**config.mk**
```make
export PLATFORM = sky130hd
export DESIGN_NAME = ppi_port
export DESIGN_NICKNAME = d
export VERILOG_FILES = /design/src/ppi_port.v
export VERILOG_INCLUDE_DIRS = /design/src
export SDC_FILE = /design/constraint.sdc
export NUM_CORES = 1
export LEC_CHECK = 0
export BUFFER_PORTS_ARGS = -buffer_cell sky130_fd_sc_hd__clkbuf_2
export CAP_MARGIN = 10
export CORE_MARGIN = 2
export CORE_UTILIZATION = 55
export DETAILED_ROUTE_END_ITERATION = 12
export PLACE_DENSITY_LB_ADDON = 0.05
export SKIP_LAST_GASP = 1
export SYNTH_ARGS = -nofsm -noshare
export SYNTH_HDL_FRONTEND = slang
export SYNTH_SLANG_ARGS = --single-unit
export TNS_END_PERCENT = 50
```
**constraint.sdc**
```tcl
create_clock -name I_CLK_SYS -period 2 [get_ports I_CLK_SYS]
set_input_delay 0.3 -clock I_CLK_SYS [delete_from_list [all_inputs] [get_ports I_CLK_SYS]]
set_output_delay 0.3 -clock I_CLK_SYS [all_outputs]
set_load 0.02 [all_outputs]
```
**src/ppi_port_regs.vh**
```
// constants for the port pin integration block
`ifndef PPI_PORT_REGS_VH
`define PPI_PORT_REGS_VH

// ****************************************
// reset values (per bit, replicated)
// ****************************************
`define PPI_RST_IO 1'b0
`define PPI_RST_DDR 1'b0
`define PPI_RST_DRIVE_REDUCE 1'b0
`define PPI_RST_POLARITY 1'b0
`define PPI_RST_WOM 1'b0
`define PPI_RST_IRQ_ENABLE 1'b0
`define PPI_RST_IRQ_FLAG 1'b0
`define PPI_RST_PULL_ON 1'b1
`define PPI_RST_PULL_OFF 1'b0

// ****************************************
// field encodings
// ****************************************
`define PPI_DIR_INPUT 1'b0
`define PPI_DIR_OUTPUT 1'b1
`define PPI_POL_FALL_PULLUP 1'b0
`define PPI_POL_RISE_PULLDOWN 1'b1
`define PPI_ANALOG_READ 1'b1

// ****************************************
// glitch filter timing
// ****************************************
`define PPI_FLT_SAMPLES 3'h4
`define PPI_CLK_PERIOD_NS 10
`define PPI_RC_PERIOD_NS 2000
`define PPI_RC_CYCLES (`PPI_RC_PERIOD_NS / `PPI_CLK_PERIOD_NS)
`define PPI_STOP_IGNORE_NS 3200
`define PPI_STOP_VALID_NS 10000

`endif

```
**src/ppi_port.v**
```verilog
// port pin integration: pin muxing, pad control, readback and edge interrupts
// Functional notes
// - enabled peripheral overrides gpio and direction bit
// - pwm over spi, can over two-wire, over gpio
// - serial units or timer over gpio use
// - output register reaches pin only as gpio output
// - io readback: pin when input, register when output
// - readbacks settle within four cycles after direction change
// - read-only pin register, synchronized pin level, 1 on analog pins
// - direction 0 input, 1 output
// - analog enable kills drive, digital input reads 1
// - reduced drive only acts on outputs
// - pull only on input or wired-or output
// - polarity picks edge and pull-up or pull-down
// - writes always accepted, take effect when allowed
// - per-pin edge interrupts, one request per port
// - request when flag and enable both set
// - run mode filter: 3 ignored, 4 accepted
// - stop mode filter: 3.2us ignored, 10us accepted
// - edge needs 4 passive then 4 active samples
// - bus clock samples in run, rc in stop
// - rc runs only while a pin still arms
// - reset clears registers except pull enable (per PULL_AT_RESET) and pull-up output, reads synchronized
// - reset: inputs, no reduced drive, irqs off
// - active edge sets flag, write one clears
// - can forces tx out, rx in, direction untouched
`include "ppi_port_regs.vh"

module ppi_port #(
  parameter WIDTH = 8,
  parameter HAS_IRQ = 1,
  parameter PULL_AT_RESET = 0
) (
  input wire I_CLK_SYS,
  input wire I_RESETN,
  input wire i_STOP_MODE,
  input wire [WIDTH-1:0] i_WDATA,
  input wire i_WR_IO,
  input wire i_WR_DDR,
  input wire i_WR_DRIVE_REDUCE,
  input wire i_WR_PULL_ENABLE,
  input wire i_WR_PULL_POLARITY,
  input wire i_WR_WOM,
  input wire i_WR_IRQ_ENABLE,
  input wire i_WR_IRQ_FLAG,
  input wire [WIDTH-1:0] i_HI_EN,
  input wire [WIDTH-1:0] i_HI_DOUT,
  input wire [WIDTH-1:0] i_HI_OE,
  input wire [WIDTH-1:0] i_MID_EN,
  input wire [WIDTH-1:0] i_MID_DOUT,
  input wire [WIDTH-1:0] i_MID_OE,
  input wire [WIDTH-1:0] i_ANALOG_EN,
  input wire [WIDTH-1:0] i_PIN_IN,
  output reg [WIDTH-1:0] o_PIN_OUT,
  output reg [WIDTH-1:0] o_PIN_OE,
  output reg [WIDTH-1:0] o_DRIVE_REDUCE,
  output reg [WIDTH-1:0] o_PULL_EN,
  output reg [WIDTH-1:0] o_PULL_UP,
  output reg [WIDTH-1:0] o_PERIPH_DIN,
  output reg [WIDTH-1:0] o_RD_IO,
  output reg [WIDTH-1:0] o_RD_PIN,
  output reg [WIDTH-1:0] o_RD_IRQ_FLAG,
  output reg o_IRQ,
  output reg o_RC_OSC_RUN
);

  localparam integer RC_DIV = `PPI_RC_CYCLES;
  localparam [7:0] RC_LAST = RC_DIV[7:0] - 8'h01;
  localparam [0:0] PULL_RST_BIT = (PULL_AT_RESET != 0) ? `PPI_RST_PULL_ON : `PPI_RST_PULL_OFF;
  localparam [0:0] IRQ_ON = (HAS_IRQ != 0) ? 1'b1 : 1'b0;
  localparam [2:0] FLT_LAST = `PPI_FLT_SAMPLES - 3'h1;

  // ****************************************
  // data and direction registers
  // ****************************************
  reg [WIDTH-1:0] io_reg;
  reg [WIDTH-1:0] ddr;
  reg [WIDTH-1:0] drive_reduce_bit;
  reg [WIDTH-1:0] pull_enable_bit;
  reg [WIDTH-1:0] pull_polarity_bit;
  reg [WIDTH-1:0] wom;
  reg [WIDTH-1:0] pin_irq_enable;
  reg [WIDTH-1:0] pin_irq_flag;

  // writes land regardless of how the pin is used
  always @(posedge I_CLK_SYS) begin
    if (!I_RESETN) begin
      io_reg <= {WIDTH{`PPI_RST_IO}};
    end else if (i_WR_IO) begin
      io_reg <= i_WDATA;
    end
  end

  always @(posedge I_CLK_SYS) begin
    if (!I_RESETN) begin
      ddr <= {WIDTH{`PPI_RST_DDR}};
    end else if (i_WR_DDR) begin
      ddr <= i_WDATA;
    end
  end

  // ****************************************
  // pad configuration registers
  // ****************************************
  always @(posedge I_CLK_SYS) begin
    if (!I_RESETN) begin
      drive_reduce_bit <= {WIDTH{`PPI_RST_DRIVE_REDUCE}};
    end else if (i_WR_DRIVE_REDUCE) begin
      drive_reduce_bit <= i_WDATA;
    end
  end

  always @(posedge I_CLK_SYS) begin
    if (!I_RESETN) begin
      pull_enable_bit <= {WIDTH{PULL_RST_BIT}};
    end else if (i_WR_PULL_ENABLE) begin
      pull_enable_bit <= i_WDATA;
    end
  end

  always @(posedge I_CLK_SYS) begin
    if (!I_RESETN) begin
      pull_polarity_bit <= {WIDTH{`PPI_RST_POLARITY}};
    end else if (i_WR_PULL_POLARITY) begin
      pull_polarity_bit <= i_WDATA;
    end
  end

  always @(posedge I_CLK_SYS) begin
    if (!I_RESETN) begin
      wom <= {WIDTH{`PPI_RST_WOM}};
    end else if (i_WR_WOM) begin
      wom <= i_WDATA;
    end
  end

  // ****************************************
  // interrupt enable register
  // ****************************************
  always @(posedge I_CLK_SYS) begin
    if (!I_RESETN) begin
      pin_irq_enable <= {WIDTH{`PPI_RST_IRQ_ENABLE}};
    end else if (i_WR_IRQ_ENABLE) begin
      pin_irq_enable <= i_WDATA & {WIDTH{IRQ_ON}};
    end
  end

  // ****************************************
  // pin synchronizer
  // ****************************************
  reg [WIDTH-1:0] pin_meta;
  reg [WIDTH-1:0] pin_sync;

  // only the second stage reads the first, so a metastable level never fans out
  always @(posedge I_CLK_SYS) begin
    if (!I_RESETN) begin
      pin_meta <= {WIDTH{1'b0}};
      pin_sync <= {WIDTH{1'b0}};
    end else begin
      pin_meta <= i_PIN_IN;
      pin_sync <= pin_meta;
    end
  end

  // ****************************************
  // stop mode rc sample clock
  // ****************************************
  reg [7:0] rc_cnt;
  reg rc_tick;
  wire [WIDTH-1:0] pin_arming;
  wire rc_needed;
  wire sample_en;

  // a divider stands in for the rc; it only ticks while someone can still arm
  // a longer period saves power but widens the stop mode filter window
  assign rc_needed = i_STOP_MODE & (|pin_arming);

  always @(posedge I_CLK_SYS) begin
    if (!I_RESETN) begin
      rc_cnt <= 8'h00;
      rc_tick <= 1'b0;
    end else if (!rc_needed) begin
      rc_cnt <= 8'h00;
      rc_tick <= 1'b0;
    end else if (rc_cnt == RC_LAST) begin
      rc_cnt <= 8'h00;
      rc_tick <= 1'b1;
    end else begin
      rc_cnt <= rc_cnt + 8'h01;
      rc_tick <= 1'b0;
    end
  end

  assign sample_en = i_STOP_MODE ? rc_tick : 1'b1;

  // ****************************************
  // per pin muxing and filter
  // ****************************************
  wire [WIDTH-1:0] next_out;
  wire [WIDTH-1:0] next_oe;
  wire [WIDTH-1:0] next_reduce;
  wire [WIDTH-1:0] next_pull_en;
  wire [WIDTH-1:0] next_pull_up;
  wire [WIDTH-1:0] dig_in;
  wire [WIDTH-1:0] edge_hit;
  wire [WIDTH-1:0] io_view;

  genvar g;
  generate
    for (g = 0; g < WIDTH; g = g + 1) begin : pin
      wire own_hi;
      wire own_mid;
      wire hi_dir;
      wire eff_dout;
      wire eff_dir;
      wire active_lvl;
      wire smp_active;
      reg [2:0] pass_cnt;
      reg [2:0] act_cnt;
      reg armed;

      assign own_hi = i_HI_EN[g];
      assign own_mid = i_MID_EN[g] & ~own_hi;
      // can on the high slot supplies its own tx/rx directions
      assign hi_dir = i_HI_OE[g];
      // peripheral owns the pin: direction bit stays and is ignored by the pad, but io readback still follows it
      assign eff_dout = own_hi ? i_HI_DOUT[g] : (own_mid ? i_MID_DOUT[g] : io_reg[g]);
      assign eff_dir = own_hi ? hi_dir : (own_mid ? i_MID_OE[g] : ddr[g]);
      assign next_out[g] = eff_dout;
      // wired-or only pulls low; a high level releases the pad
      assign next_oe[g] = (eff_dir == `PPI_DIR_OUTPUT) & ~i_ANALOG_EN[g] & ~(wom[g] & eff_dout);
      assign next_reduce[g] = drive_reduce_bit[g] & eff_dir;
      assign next_pull_en[g] = pull_enable_bit[g] & (~eff_dir | wom[g]);
      // polarity also picks the pull direction on peripheral-owned pins
      assign next_pull_up[g] = (pull_polarity_bit[g] == `PPI_POL_FALL_PULLUP);
      assign dig_in[g] = i_ANALOG_EN[g] ? `PPI_ANALOG_READ : pin_sync[g];
      assign io_view[g] = ddr[g] ? io_reg[g] : dig_in[g];

      assign active_lvl = (pull_polarity_bit[g] == `PPI_POL_RISE_PULLDOWN);
      assign smp_active = (dig_in[g] == active_lvl);
      assign edge_hit[g] = IRQ_ON & sample_en & smp_active & armed & (act_cnt == FLT_LAST);
      // counts saturate at four, so the count term always holds
      assign pin_arming[g] = pin_irq_enable[g] & ~pin_irq_flag[g] & (act_cnt <= `PPI_FLT_SAMPLES);

      // filter watches the pin whatever its direction
      always @(posedge I_CLK_SYS) begin
        if (!I_RESETN) begin
          act_cnt <= 3'h0;
        end else if (sample_en) begin
          if (!smp_active) begin
            act_cnt <= 3'h0;
          end else if (act_cnt != `PPI_FLT_SAMPLES) begin
            act_cnt <= act_cnt + 3'h1;
          end
        end
      end

      always @(posedge I_CLK_SYS) begin
        if (!I_RESETN) begin
          pass_cnt <= 3'h0;
        end else if (sample_en) begin
          if (smp_active) begin
            pass_cnt <= 3'h0;
          end else if (pass_cnt != `PPI_FLT_SAMPLES) begin
            pass_cnt <= pass_cnt + 3'h1;
          end
        end
      end

      always @(posedge I_CLK_SYS) begin
        if (!I_RESETN) begin
          armed <= 1'b0;
        end else if (edge_hit[g]) begin
          armed <= 1'b0;
        end else if (sample_en & ~smp_active & (pass_cnt == FLT_LAST)) begin
          armed <= 1'b1;
        end
      end
    end
  endgenerate

  // ****************************************
  // interrupt flags
  // ****************************************
  // a new edge in the clearing cycle keeps the flag set
  always @(posedge I_CLK_SYS) begin
    if (!I_RESETN) begin
      pin_irq_flag <= {WIDTH{`PPI_RST_IRQ_FLAG}};
    end else begin
      pin_irq_flag <= (pin_irq_flag & ~({WIDTH{i_WR_IRQ_FLAG}} & i_WDATA)) | edge_hit;
    end
  end

  // ****************************************
  // registered pad outputs
  // ****************************************
  always @(posedge I_CLK_SYS) begin
    if (!I_RESETN) begin
      o_PIN_OUT <= {WIDTH{1'b0}};
      o_PIN_OE <= {WIDTH{1'b0}};
      o_DRIVE_REDUCE <= {WIDTH{1'b0}};
      o_PULL_EN <= {WIDTH{PULL_RST_BIT}};
      o_PULL_UP <= {WIDTH{1'b1}};
    end else begin
      o_PIN_OUT <= next_out;
      o_PIN_OE <= next_oe;
      o_DRIVE_REDUCE <= next_reduce;
      o_PULL_EN <= next_pull_en;
      o_PULL_UP <= next_pull_up;
    end
  end

  // ****************************************
  // registered readbacks
  // ****************************************
  // io readback lags a direction change by one cycle; pin readbacks lag it by four
  always @(posedge I_CLK_SYS) begin
    if (!I_RESETN) begin
      o_PERIPH_DIN <= {WIDTH{1'b0}};
      o_RD_IO <= {WIDTH{1'b0}};
      o_RD_PIN <= {WIDTH{1'b0}};
      o_RD_IRQ_FLAG <= {WIDTH{1'b0}};
    end else begin
      o_PERIPH_DIN <= dig_in;
      o_RD_IO <= io_view;
      o_RD_PIN <= dig_in;
      o_RD_IRQ_FLAG <= pin_irq_flag;
    end
  end

  // ****************************************
  // request and oscillator status
  // ****************************************
  always @(posedge I_CLK_SYS) begin
    if (!I_RESETN) begin
      o_IRQ <= 1'b0;
      o_RC_OSC_RUN <= 1'b0;
    end else begin
      o_IRQ <= |(pin_irq_flag & pin_irq_enable);
      o_RC_OSC_RUN <= rc_needed;
    end
  end

endmodule

```
## Word level (Yosys, flattened, before mapping)

Index checks and enable logic that the tools add are counted.

- Flip-flop bits (word level): 211
- Bits of input ports: 83
- Output and inout port bits: 74
- Logic and storage cells: 414

- Add/sub/neg operators: 17
- Magnitude comparators: 8
- Eq/ne operators: 49
- Muxes and demuxes: 82
- Bitwise gates (word level): 176
- Reductions and logical operators: 36

Operators by type and width:

| operator | number |
|---|---|
| AND 1 bit | 105 |
| two-way mux 3 bit | 32 |
| inverter 1 bit | 58 |
| two-way mux 1 bit | 50 |
| adder 3 x 1 -> 3 bit, second input constant | 16 |
| == test 3 x 2 -> 1 bit, second input constant | 16 |
| != test 3 bit, second input constant | 16 |
| AND reduction 2 bit | 17 |
| AND 8 bit | 3 |
| less-or-equal comparator 3 bit, second input constant | 8 |
| != test 2 x 1 -> 1 bit, second input constant | 8 |
| nonzero test 2 bit | 8 |
| OR reduction 2 bit | 8 |
| OR reduction 8 bit | 2 |
| adder 8 x 1 -> 8 bit, second input constant | 1 |
| == test 1 bit | 8 |
| == test 8 bit, second input constant | 1 |
| inverter 8 bit | 1 |
| OR 1 bit | 8 |
| OR 8 bit | 1 |
| OR reduction 3 bit | 1 |

## Logic depth before layout (Yosys ltp)

- Depth after elaboration: 7
- Depth in mapped cells: 6
- Depth with buffers taken out: 6

## Worst setup path after synthesis

Ideal clock, no wire load.

- Path type: register -> register
- Start point: reg pin[4].act_cnt[0]
- End point: reg rc_cnt[3]
- Library setup time: 144 ps
- Arrival: 1458 ps
- Data required time: 1856 ps
- Slack: 398 ps
- Stages on the path, launching flop included: 7
- Buffers on the path: 0
- Period minus slack after synthesis: 1602 ps
- Cell sequence: dfxtp_1 inv_1 ha_1 and2b_1 o32ai_2 nor4_4 nor4_1

- Cells in the longest elaborated chain, start to end: 6

Ends and longest elaborated chain:

| item | line | text |
|---|---|---|
| start, declared | ppi_port.v:219 | `reg [2:0] act_cnt;` |
| start signal, assigned | ppi_port.v:253 | `act_cnt <= act_cnt + 3'h1;` |
| less-or-equal comparator 3 bit (no source line) | - |  |
| AND 1 bit | ppi_port.v:243 | `` assign pin_arming[g] = pin_irq_enable[g] & ~pin_irq_flag[g] & (act_cnt <= `PPI_FLT_SAMPLES); `` |
| OR reduction 8 bit | ppi_port.v:176 | `assign rc_needed = i_STOP_MODE & (\|pin_arming);` |
| AND 1 bit | ppi_port.v:176 |  |
| inverter 1 bit (no source line) | - |  |
| OR reduction 3 bit (no source line) | - |  |
| end signal, assigned | ppi_port.v:189 | `rc_cnt <= rc_cnt + 8'h01;` |
| end, declared | ppi_port.v:168 | `reg [7:0] rc_cnt;` |

Every way passes these cells.
A chain may end at the register's enable or synchronous reset.

## Worst setup path in the final report

- Start point: reg pin[6].act_cnt[0]
- End point: reg rc_cnt[3]

- Cells in the longest elaborated chain, start to end: 6

Ends and longest elaborated chain:

| item | line |
|---|---|
| start, declared | ppi_port.v:219 |
| start signal, assigned | ppi_port.v:253 |
| less-or-equal comparator 3 bit (no source line) | - |
| AND 1 bit | ppi_port.v:243 |
| OR reduction 8 bit | ppi_port.v:176 |
| AND 1 bit | ppi_port.v:176 |
| inverter 1 bit (no source line) | - |
| OR reduction 3 bit (no source line) | - |

Every way passes these cells.

==> impl_results.md <==
- Outcome: finished, final reports clean
- Clk slew on worst S/H paths: 60 ps
- CTS tree: yes
- Drt drc: 0
- Number of synthesized flops with an enable pin: 0
- Leak pwr: 4.78 nW
- Critical Path Sink Type: register
- Initial DRC Count: 379
- First-pass GRT wire length: 32.9 mm
- Power Density: 902 mW/mm2
- CP peak stage delay: 340 ps
- Global route overflow: 0
- # setup viols final: 0
- Design area: 0.0107 mm2
- Post-route minimum period: 1680 ps
- RSZ-0062 raised after global routing: false
- CTS max path bufs: 3
- Max Cap Viol: 0
- Peak fanout along the critical path: 10
- Drt wl/cell: 14.6 um
- Clock skew: 11.8 ps
- Synth unique cells: 50
- CORE AREA: 0.0159 mm2
- Final ANT Viol Nets: 0
- Top Registers: pin.act_cnt (24), pin.pass_cnt (24)
- Async set-or-reset flop fraction in the synthesized netlist: 0%
- Die Y: 132 um
- Initial Util: 56.3%
- Overall die area: 0.0174 mm2
- Final Max Slew Viols: 0
- Worst R2R End: rc_cnt[3]
- HP Class: in2reg
- Multi-input gate area: 0.00425 mm2
- CTS sink cnt: 211
- Vias in the first global route: 6827
- Clk_lat worst skew: 500 ps
- R2r setup slk: 320 ps
- Final hold violation count: 0
- Yosys warns: 0
- Worst Tran Pin Value: 455 ps
- DR vias: 7072
- Critical path required time: 2400 ps
- Ports: 157
- Post-layout util: 67.1%
- Pre-antenna DRT Iters: 4
- Area Overhead vs Synth: 19.2%
- Leading cell type in the layout, fill and taps excluded: dfxtp_1
- WHS Path Cells: 2
- Area after DPL: 0.00990 mm2
- HPWL after DPL: 13.9 mm
- Post-cts resize count: 0
- Fin nets: 1246
- Sequential fraction of the synthesis area: 47.1%
- Dpl cells: 1302
- Num CTS Buffers: 22
- GPL Wtd Cong: 0.852
- Arr. time, crit path: 2080 ps
- Initial antenna violation count: 0
- Crit path cell chain: inv_1 > ha_1 > nor2b_4 > o32ai_2 > nor4_4 > buf_4 > nor4_1
- VDD IR max: 742 uV
- # port buffers: 156
- Reg area: 0.00422 mm2
- GRT Util Overall: 22.6%
- Mapped Cells: 973
- F_max: 595 MHz
- R2R depth: 7
- Commonest non-fill, non-tap cells in the layout: 211 x dfxtp_1, 155 x clkbuf_2, 122 x nand2_1
- Num rows: 46
- CTS root buf: clkbuf_16
- Startpoint Class: register
- Die Wd: 132 um
- Hold worst-path end: pin_meta[3]
- DRT Wirelength: 19.6 mm
- Largest net degree at the start of global routing: 97
- Crit share post-route: 84.1%
- R2r startpoint: pin[6].act_cnt[0]
- Ant diodes: 0
- Vias/cell: 5.26
- Slew Limit Headroom: 69.7%
- Ys flop type: dfxtp_1
- CP delay by family, top: simple AND/OR/NAND/NOR gates
- CTS H-tree depth: 1
- CP bufs+invs: 2
- Overall power: 9.64 mW
- Critical path class: reg2reg
- CP max-delay cell: o32ai_2
- Post-Syn Nets: 1105
- Share of cells above drive strength 1: 20.9%
- Fillers: 1357
- Synth Register Bits: 211
- Post-synthesis average cell area: 9.22 um2
- Cell Area, Synth: 0.00897 mm2
- Non-filler cells, final: 1345
- Final TNS setup: 0 ps
- Hold path start: i_PIN_IN[3]
[per-layer routing]
metal	global-route usage, %	part of all wire [%]
met2	38.8	47
met5	0	0
met1	30.0	46
met3	3.46	4.4
met4	6.04	2.4
[through the flow]
stage               worst slack, ps  hold WS [ps]
global placement                373           391
detailed placement              320           393
finish                          318          11.2
global route                    185          11.9
CTS                             310         0.312
floorplan                       398           373
[kinds of logic (layout without fill, tap and decap cells)]
logic type	Yosys count	count (layout)	share of synthesized area, %
adders and majority gates	49	49	6.83
buffers and inverters	119	275	5.62
muxes	72	72	8.03
DFF	211	211	47.1
and+or+nand+nor	349	349	18.8
xor gates and xnor gates	6	6	0.586
AOI/OAI and AO/OA	167	167	13.1
[synthesized netlist by cell type (2+ instances only)]
master,instances,area (um2)
o21ai_0,19,95.1
nand2_4,5,56.3
and3_1,11,68.8
a211oi_1,8,60.1
or3_1,3,18.8
nand2_2,3,18.8
ha_1,49,613
xnor2_1,2,17.5
o31ai_1,6,45.0
o21a_1,8,60.1
nor4_1,5,31.3
buf_2,19,95.1
and2_1,32,200
clkbuf_1,27,101
a41o_1,6,60.1
inv_1,60,225
or3_4,5,56.3
o32ai_2,7,114
nor3_1,10,50.1
a21boi_0,6,45.0
o31a_1,8,70.1
o32ai_1,15,131
buf_1,3,11.3
nand2b_1,5,31.3
mux2i_1,72,721
a22oi_1,4,30.0
buf_4,9,67.6
dfxtp_1,211,4220
nand4b_1,6,52.6
nor2b_1,6,37.5
nand2_1,122,458
o22ai_1,16,100
a31oi_1,8,50.1
nor2_1,114,428
o21ai_1,5,25.0
a21oi_1,42,210
a2bb2oi_1,8,70.1
nand4_1,10,62.6
xor2_1,4,35.0
nand3_1,4,20.0
[worst reg2reg max path, cell delays in order (launching register included)]
cell and delay [ps]:
dfxtp_1 330, inv_1 70, ha_1 250, nor2b_4 60
o32ai_2 340, nor4_4 90, buf_4 190, nor4_1 260
[cell type report]
type,instances,area share [%]
clock inverters,5,0.468
well taps,216,2.53
inverters,61,2.15
flip-flops and latches,211,39.5
clock buffers,34,6.61
repair buffers,175,8.99
multi-input cells,643,39.7
[power breakdown]
part | internal [mW] | switching (mW) | leakage [nW] | total (mW)
Clock | 2.55 | 1.61 | 0.380 | 4.16
Combinational | 0.393 | 0.602 | 2.67 | 0.994
Sequential | 4.38 | 0.104 | 1.73 | 4.49
Total | 7.32 | 2.32 | 4.78 | 9.64
[how the worst max path moves through the flow]
stage                            from   endpoint  slack, ps  cells after the start
floorplan           pin[4].act_cnt[0]  rc_cnt[3]        400                      6
CTS                 pin[6].act_cnt[0]  rc_cnt[1]        310                      7
global route        pin[6].act_cnt[0]  rc_cnt[3]        190                      7
detailed placement  pin[6].act_cnt[0]  rc_cnt[7]        320                      7
global placement    pin[6].act_cnt[0]  rc_cnt[3]        370                      7
finish              pin[6].act_cnt[0]  rc_cnt[3]        320                      7
[repair_timing]
action	in CTS	in global routing
hold endpoints to repair	4	0
setup buffers	0	0
setup endpoints to repair	0	0
hold buffers	4	0
(Power assumes the default switching activity.)
